File: src/nrps_pkg.sv
// shared constants and types of the nand read/program host sequencer
// assumes a single 250 MHz system clock; all pin timing is counted from it
package nrps_pkg;

    // ==================== clock and timing ====================
    localparam int CLK_MHZ      = 250;
    localparam int T_WB_NS      = 100;  // strobe edge to busy / data turnaround guard
    localparam int WB_CYC       = (T_WB_NS * CLK_MHZ + 999) / 1000;
    localparam int TICK_DIV     = 4;    // system cycles per strobe phase
    localparam int LEN_W        = 13;
    localparam int ROW_W        = 17;
    localparam int COL_W        = 13;

    // ==================== address layout ====================
    localparam int PAGE_BITS    = 6;    // in_block_page_bits
    localparam int DISTRICT_BIT = 6;    // block lsb picks the district

    // ==================== command bytes ====================
    localparam logic [7:0] CMD_READ      = 8'h00;
    localparam logic [7:0] CMD_READ_GO   = 8'h30;
    localparam logic [7:0] CMD_COL_RD    = 8'h05;
    localparam logic [7:0] CMD_COL_RD_GO = 8'hE0;
    localparam logic [7:0] CMD_CACHE     = 8'h31;
    localparam logic [7:0] CMD_CACHE_END = 8'h3F;
    localparam logic [7:0] CMD_MULTI_RD  = 8'h60;
    localparam logic [7:0] CMD_LOAD      = 8'h80;
    localparam logic [7:0] CMD_LOAD_2ND  = 8'h81;
    localparam logic [7:0] CMD_COL_WR    = 8'h85;
    localparam logic [7:0] CMD_PROG_GO   = 8'h10;
    localparam logic [7:0] CMD_PROG_HOLD = 8'h11;
    localparam logic [7:0] CMD_STATUS    = 8'h70;
    localparam logic [7:0] CMD_RESET     = 8'hFF;

    // ==================== operations requested by the user ====================
    typedef enum logic [3:0] {
        OP_READ        = 4'h0,
        OP_CACHE       = 4'h1,
        OP_CACHE_LAST  = 4'h2,
        OP_READ_COL    = 4'h3,
        OP_MULTI_READ  = 4'h4,
        OP_PROG_LOAD   = 4'h5,
        OP_PROG_COL    = 4'h6,
        OP_PROG_GO     = 4'h7,
        OP_MULTI_FIRST = 4'h8,
        OP_MULTI_LAST  = 4'h9,
        OP_STATUS      = 4'hA,
        OP_RESET       = 4'hB
    } nrps_op_type;

    typedef enum logic [2:0] {
        ST_IDLE = 3'b000,
        ST_CMD1 = 3'b001,
        ST_ADDR = 3'b011,
        ST_DATA = 3'b010,
        ST_CMD2 = 3'b110,
        ST_WB   = 3'b111,
        ST_RB   = 3'b101,
        ST_DONE = 3'b100
    } nrps_state_type;

endpackage

File: src/nrps_sync3.sv
// three-flop input synchroniser, one lane per bit
// assumes inputs are asynchronous to clk_sys_i
module nrps_sync3 #(
    parameter int WIDTH = 1
) (
    // clock and reset
    input  wire logic             clk_sys_i,
    input  wire logic             srst_i,
    // async in, settled out
    input  wire logic [WIDTH-1:0] async_i,
    input  wire logic [WIDTH-1:0] rst_val_i,
    output logic      [WIDTH-1:0] sync_o
);

    // ==================== per-bit stages ====================
    for (genvar b = 0; b < WIDTH; b++) begin : g_bit
        logic s1_q;
        logic s2_q;
        logic s3_q;
        always_ff @(posedge clk_sys_i) begin
            s1_q <= async_i[b];
            s2_q <= s1_q;
            s3_q <= s2_q;
        end
        // change only counts once stages two and three agree
        always_ff @(posedge clk_sys_i) begin
            if (srst_i) begin
                sync_o[b] <= rst_val_i[b];
            end else if (s2_q == s3_q) begin
                sync_o[b] <= s3_q;
            end
        end
    end

endmodule

File: src/nrps_host.sv
// host-side sequencer driving a nand device over its strobe pins
// assumes one device on the bus, pull-up on ready_busy_n, io resolved outside
// ==================== rules ====================
module nrps_host #(
    parameter int DIV = nrps_pkg::TICK_DIV
) (
    // clock and reset
    input  wire logic                       clk_sys_i,
    input  wire logic                       srst_i,
    // user request
    input  wire logic                       op_start_i,
    input  wire nrps_pkg::nrps_op_type      op_i,
    input  wire logic [nrps_pkg::COL_W-1:0] col_i,
    input  wire logic [nrps_pkg::ROW_W-1:0] row_i,
    input  wire logic [nrps_pkg::ROW_W-1:0] row2_i,
    input  wire logic [nrps_pkg::LEN_W-1:0] len_i,
    input  wire logic                       wp_protect_i,
    output logic                            idle_o,
    output logic                            done_o,
    output logic                            err_o,
    output logic                            status_fail_o,
    // program data in
    input  wire logic [7:0]                 wr_data_i,
    input  wire logic                       wr_valid_i,
    output logic                            wr_ready_o,
    // read data out
    output logic [7:0]                      rd_data_o,
    output logic                            rd_valid_o,
    // device pins
    output logic                            ce_n_o,
    output logic                            cle_o,
    output logic                            ale_o,
    output logic                            we_n_o,
    output logic                            read_strobe_n_o,
    output logic                            wp_n_o,
    output logic [7:0]                      shared_byte_port_o,
    output logic                            shared_byte_port_oe_o,
    input  wire logic [7:0]                 shared_byte_port_i,
    input  wire logic                       ready_busy_n_i
);

    // ==================== input synchronisers ====================
    logic [8:0] pins_s;
    nrps_sync3 #(.WIDTH(9)) u_sync (
        .clk_sys_i (clk_sys_i),
        .srst_i    (srst_i),
        .async_i   ({ready_busy_n_i, shared_byte_port_i}),
        .rst_val_i (9'h100),
        .sync_o    (pins_s)
    );
    wire       rb_ready = pins_s[8];
    wire [7:0] io_s     = pins_s[7:0];

    // ==================== strobe tick divider ====================
    logic [7:0] div_q;
    wire        tick = (div_q == 8'((DIV) - 1));
    always_ff @(posedge clk_sys_i) begin
        if (srst_i || tick) div_q <= 8'h00;
        else div_q <= div_q + 8'h01;
    end

    // ==================== registers ====================
    nrps_pkg::nrps_state_type state_q;
    nrps_pkg::nrps_op_type    op_q;
    logic [nrps_pkg::COL_W-1:0] col_q;
    logic [nrps_pkg::ROW_W-1:0] row_q;
    logic [nrps_pkg::ROW_W-1:0] row2_q;
    logic [nrps_pkg::ROW_W-1:0] cache_row_q;
    logic [nrps_pkg::ROW_W-1:0] mp_row_q;
    logic [nrps_pkg::LEN_W-1:0] cnt_q;
    logic [2:0] aidx_q;
    logic [1:0] ph_q;
    logic [7:0] wait_q;
    logic       leg_q;
    logic       cache_act_q;
    logic       mp_pend_q;
    logic       prog_open_q;

    // ==================== operation decode ====================
    logic [7:0] c1;
    logic [7:0] c2;
    logic [2:0] nadr;
    logic       has_c2;
    logic       waits;
    logic       rd;
    logic       wr;
    always_comb begin
        c1 = nrps_pkg::CMD_STATUS;
        c2 = nrps_pkg::CMD_READ_GO;
        nadr = 3'd0;
        has_c2 = 1'b0;
        waits = 1'b0;
        rd = 1'b0;
        wr = 1'b0;
        unique case (op_q)
            nrps_pkg::OP_READ: begin
                c1 = nrps_pkg::CMD_READ; nadr = 3'd5; has_c2 = 1'b1; waits = 1'b1; rd = 1'b1;
            end
            nrps_pkg::OP_CACHE: begin
                c1 = nrps_pkg::CMD_CACHE; waits = 1'b1; rd = 1'b1;
            end
            nrps_pkg::OP_CACHE_LAST: begin
                c1 = nrps_pkg::CMD_CACHE_END; waits = 1'b1; rd = 1'b1;
            end
            nrps_pkg::OP_READ_COL: begin
                c1 = nrps_pkg::CMD_COL_RD; c2 = nrps_pkg::CMD_COL_RD_GO; nadr = 3'd2; has_c2 = 1'b1; rd = 1'b1;
            end
            nrps_pkg::OP_MULTI_READ: begin
                c1 = nrps_pkg::CMD_MULTI_RD; nadr = 3'd3; has_c2 = 1'b1; waits = 1'b1;
            end
            nrps_pkg::OP_PROG_LOAD: begin
                c1 = nrps_pkg::CMD_LOAD; nadr = 3'd5; wr = 1'b1;
            end
            nrps_pkg::OP_PROG_COL: begin
                c1 = nrps_pkg::CMD_COL_WR; nadr = 3'd2; wr = 1'b1;
            end
            nrps_pkg::OP_PROG_GO: begin
                c1 = nrps_pkg::CMD_PROG_GO; waits = 1'b1;
            end
            nrps_pkg::OP_MULTI_FIRST: begin
                c1 = nrps_pkg::CMD_LOAD; c2 = nrps_pkg::CMD_PROG_HOLD; nadr = 3'd5; has_c2 = 1'b1;
                waits = 1'b1; wr = 1'b1;
            end
            nrps_pkg::OP_MULTI_LAST: begin
                c1 = nrps_pkg::CMD_LOAD_2ND; c2 = nrps_pkg::CMD_PROG_GO; nadr = 3'd5; has_c2 = 1'b1;
                waits = 1'b1; wr = 1'b1;
            end
            nrps_pkg::OP_STATUS: begin
                rd = 1'b1;
            end
            nrps_pkg::OP_RESET: begin
                c1 = nrps_pkg::CMD_RESET; waits = 1'b1;
            end
            default: ;
        endcase
    end

    // ==================== request checks ====================
    wire [nrps_pkg::ROW_W-1:0] next_row = cache_row_q + 17'h00001;
    wire any_cmd   = (op_i == nrps_pkg::OP_STATUS) || (op_i == nrps_pkg::OP_RESET);
    wire same_page = row_i[nrps_pkg::PAGE_BITS-1:0] == row2_i[nrps_pkg::PAGE_BITS-1:0];
    wire two_dist  = row_i[nrps_pkg::DISTRICT_BIT] != row2_i[nrps_pkg::DISTRICT_BIT];
    wire mp_match  = (row_i[nrps_pkg::PAGE_BITS-1:0] == mp_row_q[nrps_pkg::PAGE_BITS-1:0])
                   && (row_i[nrps_pkg::DISTRICT_BIT] != mp_row_q[nrps_pkg::DISTRICT_BIT]);
    wire blk_wrap  = next_row[nrps_pkg::PAGE_BITS-1:0] == 6'h00;
    logic bad;
    always_comb begin
        bad = !rb_ready && !any_cmd;
        if (mp_pend_q && !any_cmd && op_i != nrps_pkg::OP_MULTI_LAST) bad = 1'b1;
        unique case (op_i)
            nrps_pkg::OP_CACHE: if (!cache_act_q || blk_wrap) bad = 1'b1;
            nrps_pkg::OP_CACHE_LAST: if (!cache_act_q) bad = 1'b1;
            nrps_pkg::OP_MULTI_READ: if (!same_page || !two_dist) bad = 1'b1;
            nrps_pkg::OP_PROG_COL, nrps_pkg::OP_PROG_GO: if (!prog_open_q) bad = 1'b1;
            nrps_pkg::OP_MULTI_LAST: if (!mp_pend_q || !mp_match) bad = 1'b1;
            default: ;
        endcase
    end

    // ==================== address byte select ====================
    logic [7:0] abyte;
    wire [nrps_pkg::ROW_W-1:0] arow = leg_q ? row2_q : row_q;
    always_comb begin
        unique case (aidx_q)
            3'd0: abyte = col_q[7:0];
            3'd1: abyte = {3'b000, col_q[12:8]};
            3'd2: abyte = arow[7:0];
            3'd3: abyte = arow[15:8];
            default: abyte = {7'h00, arow[16]};
        endcase
    end

    // ==================== next step ====================
    wire last_addr = aidx_q == ((nadr == 3'd2) ? 3'd1 : 3'd4);
    wire multi_leg = (op_q == nrps_pkg::OP_MULTI_READ) && !leg_q;
    nrps_pkg::nrps_state_type after_cmd;
    assign after_cmd = multi_leg ? nrps_pkg::ST_CMD1 :
                       wr ? nrps_pkg::ST_DATA :
                       has_c2 ? nrps_pkg::ST_CMD2 :
                       (waits || rd) ? nrps_pkg::ST_WB : nrps_pkg::ST_DONE;
    nrps_pkg::nrps_state_type after_wb;
    assign after_wb = waits ? nrps_pkg::ST_RB : rd ? nrps_pkg::ST_DATA : nrps_pkg::ST_DONE;
    wire wr_take = wr_ready_o && wr_valid_i;

    // ==================== sequencer ====================
    always_ff @(posedge clk_sys_i) begin
        if (srst_i) begin
            state_q <= nrps_pkg::ST_IDLE;
            op_q <= nrps_pkg::OP_STATUS;
            {col_q, row_q, row2_q, cache_row_q, mp_row_q} <= '0;
            {cnt_q, aidx_q, ph_q, wait_q, leg_q} <= '0;
            {cache_act_q, mp_pend_q, prog_open_q} <= 3'b000;
            {done_o, err_o, status_fail_o, rd_valid_o, wr_ready_o} <= 5'b00000;
            rd_data_o <= 8'h00;
            {cle_o, ale_o, shared_byte_port_oe_o} <= 3'b000;
            {ce_n_o, we_n_o, read_strobe_n_o, wp_n_o, idle_o} <= 5'b11101;
            shared_byte_port_o <= 8'h00;
        end else begin
            done_o <= 1'b0;
            err_o <= 1'b0;
            rd_valid_o <= 1'b0;
            idle_o <= (state_q == nrps_pkg::ST_IDLE) && !op_start_i;
            wp_n_o <= !wp_protect_i || (op_q == nrps_pkg::OP_MULTI_READ && state_q != nrps_pkg::ST_IDLE);
            unique case (state_q)
                nrps_pkg::ST_IDLE: begin
                    ce_n_o <= 1'b1;
                    if (op_start_i && bad) err_o <= 1'b1;
                    if (op_start_i && !bad) begin
                        op_q <= op_i;
                        col_q <= col_i;
                        row_q <= row_i;
                        row2_q <= row2_i;
                        cnt_q <= (op_i == nrps_pkg::OP_STATUS) ? 13'd1 : len_i;
                        leg_q <= 1'b0;
                        ph_q <= 2'd0;
                        ce_n_o <= 1'b0;
                        idle_o <= 1'b0;
                        state_q <= nrps_pkg::ST_CMD1;
                    end
                end
                nrps_pkg::ST_CMD1, nrps_pkg::ST_ADDR, nrps_pkg::ST_CMD2: if (tick) begin
                    ph_q <= ph_q + 2'd1;
                    if (ph_q == 2'd0) begin
                        cle_o <= state_q != nrps_pkg::ST_ADDR;
                        ale_o <= state_q == nrps_pkg::ST_ADDR;
                        shared_byte_port_oe_o <= 1'b1;
                        shared_byte_port_o <= (state_q == nrps_pkg::ST_CMD1) ? c1 :
                                              (state_q == nrps_pkg::ST_CMD2) ? c2 : abyte;
                        we_n_o <= 1'b0;
                    end else if (ph_q == 2'd1) begin
                        we_n_o <= 1'b1; // device latches on this rising edge; starts here on 30h
                    end else begin
                        ph_q <= 2'd0;
                        {cle_o, ale_o, shared_byte_port_oe_o} <= 3'b000;
                        wait_q <= 8'(nrps_pkg::WB_CYC);
                        if (state_q == nrps_pkg::ST_CMD1) begin
                            aidx_q <= (nadr == 3'd3) ? 3'd2 : 3'd0;
                            state_q <= (nadr != 3'd0) ? nrps_pkg::ST_ADDR : after_cmd;
                        end else if (state_q == nrps_pkg::ST_ADDR) begin
                            aidx_q <= aidx_q + 3'd1;
                            if (last_addr) begin
                                leg_q <= multi_leg;
                                state_q <= after_cmd;
                            end
                        end else begin
                            state_q <= nrps_pkg::ST_WB;
                        end
                    end
                end
                nrps_pkg::ST_WB: begin
                    wait_q <= wait_q - 8'h01;
                    if (wait_q == 8'h00) state_q <= after_wb;
                end
                nrps_pkg::ST_RB: if (rb_ready) state_q <= rd ? nrps_pkg::ST_DATA : nrps_pkg::ST_DONE;
                nrps_pkg::ST_DATA: begin
                    if (cnt_q == 13'd0) begin
                        state_q <= (wr && has_c2) ? nrps_pkg::ST_CMD2 : nrps_pkg::ST_DONE;
                        wr_ready_o <= 1'b0;
                    end else if (wr && ph_q == 2'd0) begin
                        // byte handshake runs per clock so the user can stall
                        wr_ready_o <= !wr_take;
                        if (wr_take) begin
                            shared_byte_port_o <= wr_data_i;
                            shared_byte_port_oe_o <= 1'b1;
                            we_n_o <= 1'b0;
                            ph_q <= 2'd1;
                        end
                    end else if (tick) begin
                        ph_q <= (ph_q == 2'd2) ? 2'd0 : ph_q + 2'd1;
                        if (wr && ph_q == 2'd1) we_n_o <= 1'b1;
                        if (!wr && ph_q == 2'd0) read_strobe_n_o <= 1'b0;
                        if (ph_q == 2'd2) begin
                            cnt_q <= cnt_q - 13'd1;
                            shared_byte_port_oe_o <= 1'b0;
                            if (!wr) begin
                                read_strobe_n_o <= 1'b1;
                                rd_data_o <= io_s;
                                rd_valid_o <= 1'b1;
                                if (op_q == nrps_pkg::OP_STATUS) status_fail_o <= io_s[0];
                            end
                        end
                    end
                end
                nrps_pkg::ST_DONE: begin
                    done_o <= 1'b1;
                    ce_n_o <= 1'b1;
                    state_q <= nrps_pkg::ST_IDLE;
                    unique case (op_q)
                        nrps_pkg::OP_READ, nrps_pkg::OP_MULTI_READ: begin
                            cache_act_q <= 1'b1;
                            cache_row_q <= row_q;
                        end
                        nrps_pkg::OP_CACHE: cache_row_q <= next_row;
                        nrps_pkg::OP_CACHE_LAST: cache_act_q <= 1'b0;
                        nrps_pkg::OP_READ_COL, nrps_pkg::OP_STATUS: ;
                        nrps_pkg::OP_PROG_LOAD: begin
                            prog_open_q <= 1'b1;
                            cache_act_q <= 1'b0;
                        end
                        nrps_pkg::OP_PROG_COL: ;
                        nrps_pkg::OP_MULTI_FIRST: begin
                            mp_pend_q <= 1'b1;
                            mp_row_q <= row_q;
                            cache_act_q <= 1'b0;
                        end
                        default: begin
                            prog_open_q <= 1'b0;
                            mp_pend_q <= 1'b0;
                            cache_act_q <= 1'b0;
                        end
                    endcase
                end
            endcase
        end
    end

endmodule

File: config.mk
export PLATFORM = sky130hd
export DESIGN_NAME = nrps_host
export DESIGN_NICKNAME = d
export VERILOG_FILES = /design/src/nrps_pkg.sv /design/src/nrps_sync3.sv /design/src/nrps_host.sv
export SDC_FILE = /design/constraint.sdc
export NUM_CORES = 1
export LEC_CHECK = 0
export BUFFER_PORTS_ARGS = -buffer_cell sky130_fd_sc_hd__clkbuf_2
export CORE_UTILIZATION = 28
export CTS_CLUSTER_DIAMETER = 40
export DETAILED_ROUTE_END_ITERATION = 7
export GPL_TIMING_DRIVEN = 0
export PLACE_DENSITY = 0.5
export REMOVE_ABC_BUFFERS = 1
export SYNTH_ARGS = -nofsm -noshare
export SYNTH_HDL_FRONTEND = slang
export SYNTH_SLANG_ARGS = --single-unit
File: constraint.sdc
create_clock -name clk_sys_i -period 4.3 [get_ports clk_sys_i]
set_input_delay 0.645 -clock clk_sys_i [delete_from_list [all_inputs] [get_ports clk_sys_i]]
set_output_delay 0.645 -clock clk_sys_i [all_outputs]
set_load 0.05 [all_outputs]
==> results of run 1 <==
power breakdown:
group / switching (mW) / internal [mW] / total [mW]
clock: 0.820 / 0.812 / 1.63
combinational: 0.802 / 0.473 / 1.28
sequential: 0.189 / 1.74 / 1.93
total: 1.81 / 3.03 / 4.84
worst paths after layout:
kind	slack [ns]	end	cells past startpoint	startpoint
worst max-delay path	0.54	cnt_q[0]	6	state_q[1]
worst min-delay path	0.30	u_sync.g_bit[4].s1_q	1	shared_byte_port_i[4]
worst min register to register	0.33	u_sync.g_bit[2].s2_q	0	u_sync.g_bit[2].s1_q
worst max register to register	0.54	cnt_q[0]	6	state_q[1]
state kept, by name, indices dropped and copies added, names as in the netlist, 4 cells and up:
register / cells
u_sync.g_bit.s1_q: 9
shared_byte_port_o: 8
op_q: 4
wait_q: 8
rd_data_o: 8
row2_q: 17
div_q: 8
mp_row_q: 7
u_sync.g_bit.s3_q: 9
col_q: 13
u_sync.g_bit.s2_q: 9
u_sync.sync_o: 9
row_q: 17
cnt_q: 13
cache_row_q: 6
kinds of logic after synthesis:
family | synth area share
compound gates | 0.1764
flops | 0.4302
fa+ha+maj | 0.01582
xor+xnor | 0.03654
buf+inv | 0.03765
mux | 0.1052
simple gates | 0.1982
through the flow:
stage          cells  hold WS, ns  TNS (ns)  total power, mW
6_report        1379       0.2997         0            4.839
5_1_grt         1379       0.2744         0            5.102
4_1_cts         1379       0.2784         0            4.884
3_5_place_dp    1347       0.3121         0            3.238
3_3_place_gp    1346       0.3104    -81.15            3.244
2_1_floorplan    854       0.3096         0            2.852
layout make-up:
cell class / instances / area share
tap: 378 / 0.05033
clock inverter: 15 / 0.02197
inverter: 19 / 0.007589
clock buffer: 17 / 0.04527
multi-input combinational: 665 / 0.4481
sequential: 170 / 0.3621
timing repair buffer: 115 / 0.06457
Yosys cell counts, drive strengths merged, types with 7 or more instances:
cell type,count
dfxtp,170
nor2,130
nand2,80
a21oi,76
mux2i,64
o21ai,43
clkbuf,41
nand3,24
nor3,23
xor2,21
inv,19
mux2,17
buf,13
xnor2,12
a211oi,11
o211ai,11
ha,10
nand2b,10
o31ai,10
a22oi,9
nand4,8
nor4,8
and2,7
nor3b,7
metal layers:
layer  global-route usage  vias to the layer above  wire length [µm]
li1                     -                     3405                 -
met1               0.2217                     3180             11050
met2               0.2340                      167              9474
met3              0.03279                       24              1112
met4              0.05327                        0               386
met5                    0                        -                 0
worst register-to-register path, cell delays in order, from the launching register on:
cell,delay (ns)
dfxtp_1,0.77
nor2b_1,0.35
nand2_1,0.58
nor4_1,1.03
a21oi_2,0.26
or3_1,0.44
a221oi_2,0.26
==> flow_summary_export.csv, run 1 <==
group,metric,value,unit
outcome,status,"finished, violations left",
outcome,failed_checks,"DRC",
global_routing,grt_pass1_wl,35.31,mm
sta,skew,0.01706,ns
sta,final-hold-violation-count,0,
logic_synthesis,yosysUniqueCellTypes,76,
logic_synthesis,synth_top_flop_cell,"dfxtp_1",
logic_synthesis,yosysTopAreaCellShare,0.4302,
setup_path,crit_chain,"nor2b_1 -> nand2_1 -> nor4_1 -> a21oi_2 -> or3_1 -> a221oi_2",
global_routing,antenna_found_initial,0,
layout,finalInstanceArea,9398,µm²
logic_synthesis,synthTopCellsByArea,"dfxtp_1 (43%), mux2i_1 (8.1%), nor2_1 (6.2%)",
floorplan,rows,61,
logic_synthesis,yosys_register_bits,170,
global_routing,gr-total-overflow,0,
setup_path,start_kind,"register",
floorplan,die_h,170.1,µm
layout,fin_util,0.3383,
route,antenna_left,0,
route,dr.first_iter.drc_count,473,
setup_path,cp-end-kind,"register",
floorplan,dieArea,28930,µm²
layout,diodes,0,
route,route.detailed.drc,2,
place,pre_cts_ws,0.5890,ns
layout,register_area,3403,µm²
route,wl_per_cell,15.97,µm
setup_path,crit_buf_inv,0,
layout,num-nets-final,1084,
clock_tree,cts-root-buf,"clkbuf_16",
global_routing,track_usage,0.1567,
floorplan,die_w,170.1,µm
logic_synthesis,synth-edff-count,0,
clock_tree,post-cts-setup-buffer-count,0,
place,place_congestion,0.7977,
power_and_ir_drop,ir_drop,0.2139,mV
logic_synthesis,yosysSeqAreaShare,0.4302,
logic_synthesis,syn-cell-area,7910,µm²
setup_path,cp_max_fo,22,
place,place_hpwl,15.01,mm
route,dr.pass1.iters,7,
logic_synthesis,yosysTopAreaCell,"dfxtp_1",
setup_path,slowest_delay,1.02,ns
floorplan,io_pins,115,
setup_path,critPathKind,"register to register",
logic_synthesis,postSynthAreaPerCell,8.712,µm²
clock_tree,cts_tree,"built",
global_routing,grt_pass1_vias,6393,
clock_tree,postCtsResizedCells,0,
layout,fill_cells,2980,
layout,multiInputGateArea,4212,µm²
layout,areaGrowthSynthToFinish,18.81,%
setup_path,cp_slowest_cell,"nor4_1",
sta,rsz0062_at_grt,"false",
hold_path,hold_path_class,"primary input to register",
layout,drive_gt1_frac,0.1848,
logic_synthesis,async_flop_share,0,
clock_tree,hold_buffers,0,
sta,fmax,0.2661,GHz
layout,layout_commonest_cell,"dfxtp_1",
floorplan,core,27780,µm²
sta,fin_crit_sh,0.8738,
logic_synthesis,ys.warnings.count,0,
clock_tree,ctsHtreeMaxLevel,4,
setup_path,critPathTopFamily,"simple AND/OR/NAND/NOR gates",
place,portBuffers,114,
clock_tree,cts_max_path_buffers,2,
layout,most-common-layout-cells,"dfxtp_1 (170), nor2_1 (130), clkbuf_2 (113), nand2_1 (80), a21oi_1 (75)",
sta,setup_viol,0,
sta,relSlewSlack,0.2425,
clock_tree,clk_latency,0.44,ns
clock_tree,clk_pin_slew,0.08,ns
place,postPlaceCellArea,8766,µm²
route,wirelength,22.02,mm
clock_tree,numClockSinks,170,
power_and_ir_drop,powerDensity,514.9,nW/µm²
sta,fin_ws,0.5426,ns
sta,slew_viol_final,0,
clock_tree,numCtsBuffers,17,
floorplan,start_util,0.2847,
logic_synthesis,synthCells,908,
setup_path,cp.arrival,4.11,ns
job,maxCapViolCount,0,
route,via_per_inst,4.914,
global_routing,grt_max_degree,121,
route,routed-via-count,6776,
setup_path,cp_data_required_time,4.65,ns
sta,period_minus_slack,3.757,ns
power_and_ir_drop,p_leak,3.674,nW
sta,worst_slew_pin_slew,1.135,ns
Note: power is estimated with default switching activity, not from simulation.
==> run 2, diff against run 1 <==
--- a/config.mk
+++ b/config.mk
@@ -6,11 +6,11 @@
 export NUM_CORES = 1
 export LEC_CHECK = 0
 export BUFFER_PORTS_ARGS = -buffer_cell sky130_fd_sc_hd__clkbuf_2
-export CORE_UTILIZATION = 28
+export CORE_UTILIZATION = 62
 export CTS_CLUSTER_DIAMETER = 40
 export DETAILED_ROUTE_END_ITERATION = 7
 export GPL_TIMING_DRIVEN = 0
-export PLACE_DENSITY = 0.5
+export PLACE_DENSITY = 0.91
 export REMOVE_ABC_BUFFERS = 1
 export SYNTH_ARGS = -nofsm -noshare
 export SYNTH_HDL_FRONTEND = slang
==> flow_summary_export.csv, run 2 (synthesis gave the netlist of run 1 again) <==
group,metric,value,unit
outcome,status,"finished clean",
setup_path,timing.rr.start,"state_q[1]",
route,via_per_inst,6.072,
power_and_ir_drop,finalPower,4.852,mW
layout,drive_gt1_frac,0.1838,
clock_tree,clk_latency,0.44,ns
sta,hold_ws,0.3017,ns
clock_tree,ctsHtreeMaxLevel,4,
clock_tree,clk_pin_slew,0.07,ns
layout,areaGrowthSynthToFinish,15.49,%
layout,largestRegisters,"row2_q (17), row_q (17)",
layout,fill_cells,876,
power_and_ir_drop,clockPowerShare,0.343,
setup_path,cp_data_required_time,4.65,ns
floorplan,core,12210,µm²
setup_path,start_kind,"register",
floorplan,rows,40,
global_routing,track_usage,0.3101,
route,dr.first_iter.drc_count,761,
route,dr.pass1.iters,5,
layout,num-nets-final,1084,
job,maxCapViolCount,0,
power_and_ir_drop,power_frac_comb,0.259,
route,wirelength,19.52,mm
setup_path,critPathLaunch,"state_q[1]",
floorplan,die_h,115.0,µm
power_and_ir_drop,power_frac_seq,0.399,
floorplan,dieArea,13210,µm²
layout,layout_commonest_cell,"dfxtp_1",
hold_path,hp-start,"shared_byte_port_i[2]",
sta,worst_slew_pin_slew,1.048,ns
clock_tree,cts-root-buf,"clkbuf_16",
sta,relSlewSlack,0.3006,
route,antenna_left,0,
clock_tree,post-cts-setup-buffer-count,0,
setup_path,cp.arrival,3.94,ns
global_routing,grt_pass1_vias,6702,
place,place_congestion,0.8907,
layout,most-common-layout-cells,"dfxtp_1 (170), nor2_1 (130), clkbuf_2 (113), nand2_1 (80), a21oi_1 (75)",
power_and_ir_drop,intPower,3.199,mW
power_and_ir_drop,powerDensity,531.1,nW/µm²
sta,setup_viol,0,
place,portBuffers,114,
sta,fin_tns_setup,0,ns
clock_tree,hold_buffers,0,
setup_path,cp-end-kind,"register",
route,route.detailed.drc,0,
sta,fmax,0.2788,GHz
global_routing,grt_max_degree,76,
clock_tree,cts_tree,"built",
floorplan,die_w,115.0,µm
sta,skew,0.009860,ns
clock_tree,postCtsResizedCells,0,
global_routing,antenna_found_initial,0,
floorplan,start_util,0.6477,
power_and_ir_drop,ir_drop,0.4761,mV
route,routed-via-count,7098,
place,place_hpwl,13.04,mm
global_routing,gr-total-overflow,0,
clock_tree,numCtsBuffers,17,
global_routing,grt_pass1_wl,32.06,mm
power_and_ir_drop,p_leak,3.675,nW
layout,diodes,0,
power_and_ir_drop,switching_share,0.3407,
sta,period_minus_slack,3.586,ns
sta,fin_crit_sh,0.8341,
sta,rsz0062_at_grt,"false",
clock_tree,cts_max_path_buffers,2,
floorplan,io_pins,115,
setup_path,cp_max_fo,22,
power_and_ir_drop,switching_power,1.653,mW
route,wl_per_cell,16.70,µm
hold_path,hold_path_class,"primary input to register",
sta,final-hold-violation-count,0,
setup_path,critPathKind,"register to register",
clock_tree,numClockSinks,170,
sta,slew_viol_final,0,
## run 2: changes by cell type in the layout (fill, tap and decap cells not counted), sizes merged
cell,delta
inv,-3
clkinv,-4
clkbuf,+1
clkinvlp,+2
bufinv,+4
## run 2: area by class of cell
type                            instances  area, µm²  area share
Sequential cell                       170       3403      0.3726
Multi-Input combinational cell        665       4212      0.4610
Timing Repair Buffer                  115      600.6     0.06574
Inverter                               19      71.32    0.007807
Clock inverter                         14      209.0     0.02287
Clock buffer                           18      429.2     0.04698
Tap cell                              168      210.2     0.02301
## run 2: worst paths after layout
path / slack (ns) / end / cells after the start
worst max-delay path: 0.71 / cnt_q[0] / 6
worst min-delay path: 0.30 / u_sync.g_bit[2].s1_q / 1
worst max register to register: 0.71 / cnt_q[0] / 6
worst min register to register: 0.33 / u_sync.g_bit[4].s2_q / 0
## run 2: routing by layer
metal  track usage  vias up  wire, µm
li1              -     3404         -
met1        0.3960     3316      8410
met2        0.4912      315      9081
met3       0.07907       63      1432
met4        0.1489        0       596
met5             0        -         0
## run 2: through the flow
stage / instances / setup WS, ns / utilization / instance area [µm²]
after floorplan: 854 / 0.03280 / - / 7684
after global placement: 1136 / -1.222 / 0.6931 / 8464
after detailed placement: 1137 / 0.6716 / 0.6958 / 8497
after CTS: 1169 / 0.8171 / 0.7481 / 9135
after global routing: 1169 / 0.5471 / 0.7481 / 9135
final: 1169 / 0.7136 / 0.7481 / 9135
## run 2: power groups by stage
stage	Combinational [mW]	Clock [mW]	Sequential, mW
after global routing	1.37	1.75	1.95
after CTS	1.24	1.68	1.92
final	1.26	1.66	1.93
after floorplan	0.801	0	2.05
after detailed placement	1.22	0	1.96
after global placement	1.21	0	1.95
## run 2: critical path: stages (launching register included)
cell and delay [ns]:
dfxtp_1 0.77, nor2b_1 0.33, nand2_1 0.55, nor4_1 0.92, a21oi_2 0.23, or3_1 0.42, a221oi_2 0.26
==> run 3, diff against run 2 <==
--- a/config.mk
+++ b/config.mk
@@ -5,12 +5,13 @@
 export SDC_FILE = /design/constraint.sdc
 export NUM_CORES = 1
 export LEC_CHECK = 0
+export ABC_AREA = 1
 export BUFFER_PORTS_ARGS = -buffer_cell sky130_fd_sc_hd__clkbuf_2
-export CORE_UTILIZATION = 62
+export CORE_UTILIZATION = 57
 export CTS_CLUSTER_DIAMETER = 40
 export DETAILED_ROUTE_END_ITERATION = 7
 export GPL_TIMING_DRIVEN = 0
-export PLACE_DENSITY = 0.91
+export PLACE_DENSITY = 0.85
 export REMOVE_ABC_BUFFERS = 1
 export SYNTH_ARGS = -nofsm -noshare
 export SYNTH_HDL_FRONTEND = slang
==> constraint.sdc (replaced) <==
create_clock -name clk_sys_i -period 3.7 [get_ports clk_sys_i]
set_input_delay 0.555 -clock clk_sys_i [delete_from_list [all_inputs] [get_ports clk_sys_i]]
set_output_delay 0.555 -clock clk_sys_i [all_outputs]
set_load 0.05 [all_outputs]
==> flow_summary_export.csv, run 3 <==
group,metric,value,unit
route,routed-via-count,7718,
global_routing,track_usage,0.2697,
setup_path,critPathKind,"register to register",
logic_synthesis,synth_top_flop_cell,"dfxtp_1",
logic_synthesis,yosysUniqueCellTypes,45,
sta,setup_viol,0,
logic_synthesis,yosysTopAreaCell,"dfxtp_1",
layout,areaGrowthSynthToFinish,15.25,%
sta,fmax,0.3050,GHz
global_routing,grt_pass1_vias,6802,
floorplan,rows,42,
power_and_ir_drop,p_leak,4.089,nW
sta,final-hold-violation-count,0,
sta,fin_crit_sh,0.8860,
sta,period_minus_slack,3.278,ns
clock_tree,cts_max_path_buffers,2,
power_and_ir_drop,powerDensity,672.5,nW/µm²
sta,skew,0.007931,ns
logic_synthesis,yosysSeqAreaShare,0.4273,
clock_tree,numClockSinks,170,
layout,fill_cells,1194,
setup_path,cp_data_required_time,4.08,ns
sta,rsz0062_at_grt,"false",
clock_tree,clk_latency,0.43,ns
global_routing,gr-total-overflow,0,
clock_tree,ctsHtreeMaxLevel,4,
hold_path,hold_path_class,"primary input to register",
route,wirelength,19.07,mm
floorplan,die_h,120.2,µm
outcome,status,"finished clean",
setup_path,cpMostUsedCell,"nand2_1",
place,place_hpwl,13.26,mm
setup_path,cp_slowest_cell,"inv_1",
logic_synthesis,syn-cell-area,7965,µm²
job,maxCapViolCount,0,
layout,drive_gt1_frac,0.1588,
place,portBuffers,114,
global_routing,grt_max_degree,107,
sta,fin_ws,0.4216,ns
logic_synthesis,synthCells,1140,
place,pre_cts_ws,-0.02765,ns
logic_synthesis,yosysTopAreaCellShare,0.4273,
logic_synthesis,synth_most_common_cell,"nand2_1",
setup_path,critPathTopFamily,"simple AND/OR/NAND/NOR gates",
clock_tree,cts-root-buf,"clkbuf_16",
sta,relSlewSlack,0.3338,
clock_tree,clk_pin_slew,0.07,ns
floorplan,core,13450,µm²
place,placedCellCount,1391,
layout,most-common-layout-cells,"nand2_1 (214), dfxtp_1 (170), inv_1 (140), a21oi_1 (127)",
layout,num-nets-final,1330,
setup_path,r2r.worst_path.cells,10,
layout,multiInputGateArea,3799,µm²
setup_path,cp-end-kind,"register",
route,dr.first_iter.drc_count,598,
route,antenna_left,0,
logic_synthesis,synthTopCellsByArea,"dfxtp_1 (43%), nand2_1 (10%), a21oi_1 (8.0%)",
power_and_ir_drop,finalPower,6.174,mW
clock_tree,post-cts-setup-buffer-count,0,
layout,layout_commonest_cell,"nand2_1",
logic_synthesis,async_flop_share,0,
clock_tree,hold_buffers,0,
sta,worst_slew_pin_slew,0.9982,ns
logic_synthesis,postSynthAreaPerCell,6.987,µm²
logic_synthesis,synth-edff-count,0,
setup_path,crit_cells,10,
floorplan,io_pins,115,
power_and_ir_drop,ir_drop,0.3646,mV
route,dr.pass1.iters,7,
setup_path,start_kind,"register",
setup_path,cp_max_fo,33,
setup_path,cp.arrival,3.66,ns
layout,diodes,0,
route,route.detailed.drc,0,
logic_synthesis,synthTopCellsByCount,"nand2_1 (214), dfxtp_1 (170), inv_1 (141), a21oi_1 (127), nor2_1 (120)",
logic_synthesis,ys.warnings.count,0,
layout,largestRegisters,"row2_q (17), row_q (17)",
global_routing,antenna_found_initial,0,
layout,final_cells,1423,
floorplan,start_util,0.5921,
place,place_congestion,0.9192,
global_routing,grt_pass1_wl,31.25,mm
route,wl_per_cell,13.40,µm
floorplan,dieArea,14450,µm²
logic_synthesis,yosys_register_bits,170,
hold_path,min_delay_path_depth,1,
clock_tree,cts_tree,"built",
floorplan,die_w,120.2,µm
setup_path,crit_chain,"nand2_1 -> nor2_2 -> inv_1 -> nor2_1 -> nand4_1 -> nor2_1 -> nand2_1 -> inv_2 -> nand2_1 -> nand2_1",
setup_path,crit_buf_inv,2,
clock_tree,numCtsBuffers,17,
setup_path,slowest_delay,0.73,ns
route,via_per_inst,5.424,
layout,register_area,3403,µm²
sta,slew_viol_final,0,
## run 3: cell count changes in the layout (fill, tap and decap cells not counted), sizes merged, moves of 18 or more
cell | before | now
nand2 | 80 | 221
a21oi | 76 | 130
nand3 | 24 | 52
o21ai | 43 | 138
inv | 25 | 169
mux2i | 64 | 0
xor2 | 21 | 3
## run 3: report_power, final
| part | switching, mW | total, mW | internal, mW | leakage [nW] |
|---|---|---|---|---|
| registers | 0.219 | 2.36 | 2.14 | 1.40 |
| logic | 1.47 | 2.13 | 0.663 | 2.42 |
| clock network | 0.793 | 1.68 | 0.888 | 0.269 |
## run 3: path summary, 6_finish.rpt
path                               from              endpoint  slack [ns]
hold reg to reg    u_sync.g_bit[8].s1_q  u_sync.g_bit[8].s2_q        0.33
setup / recovery             state_q[1]          rd_data_o[6]        0.42
setup reg to reg             state_q[1]          rd_data_o[6]        0.42
hold / removal    shared_byte_port_i[6]  u_sync.g_bit[6].s1_q        0.22
## run 3: metrics by stage
| stage | cell area, µm² | hold slack (ns) | util | TNS, ns |
|---|---|---|---|---|
| global route | 9180 | 0.2035 | 0.6824 | 0 |
| floorplan | 7791 | 0.3096 | - | 0 |
| global placement | 8582 | 0.3105 | 0.6379 | -16.07 |
| CTS | 9180 | 0.2060 | 0.6824 | 0 |
| detailed placement | 8621 | 0.3121 | 0.6408 | -0.1094 |
| finish | 9180 | 0.2178 | 0.6824 | 0 |
## run 3: cells by family after synthesis
family,count (synthesis),share of synthesized area
flops,170,0.4273
xor+xnor,9,0.009897
simple gates,437,0.2363
fa+ha+maj,10,0.01571
buf+inv,200,0.09723
compound gates,314,0.2136
## run 3: timing repair
| item | in CTS | in global routing |
|---|---|---|
| hold endpoints to repair | 0 | 0 |
| gates resized for setup | 1 | 0 |
| endpoints found under the setup margin | 9 | 0 |
## run 3: metal layers
| metal | global-route usage | vias up | share of wire |
|---|---|---|---|
| li1 | - | 3937 | - |
| met1 | 0.3575 | 3479 | 0.46 |
| met2 | 0.4303 | 270 | 0.46 |
| met3 | 0.06321 | 32 | 0.067 |
| met4 | 0.09414 | 0 | 0.018 |
| met5 | 0 | - | 0 |
## run 3: layout make-up
type,instances,area share
inverters,160,0.06569
multi-input cells,770,0.4138
well taps,176,0.02399
flip-flops and latches,170,0.3707
clock inverters,14,0.01390
repair buffers,115,0.06515
clock buffers,18,0.04675
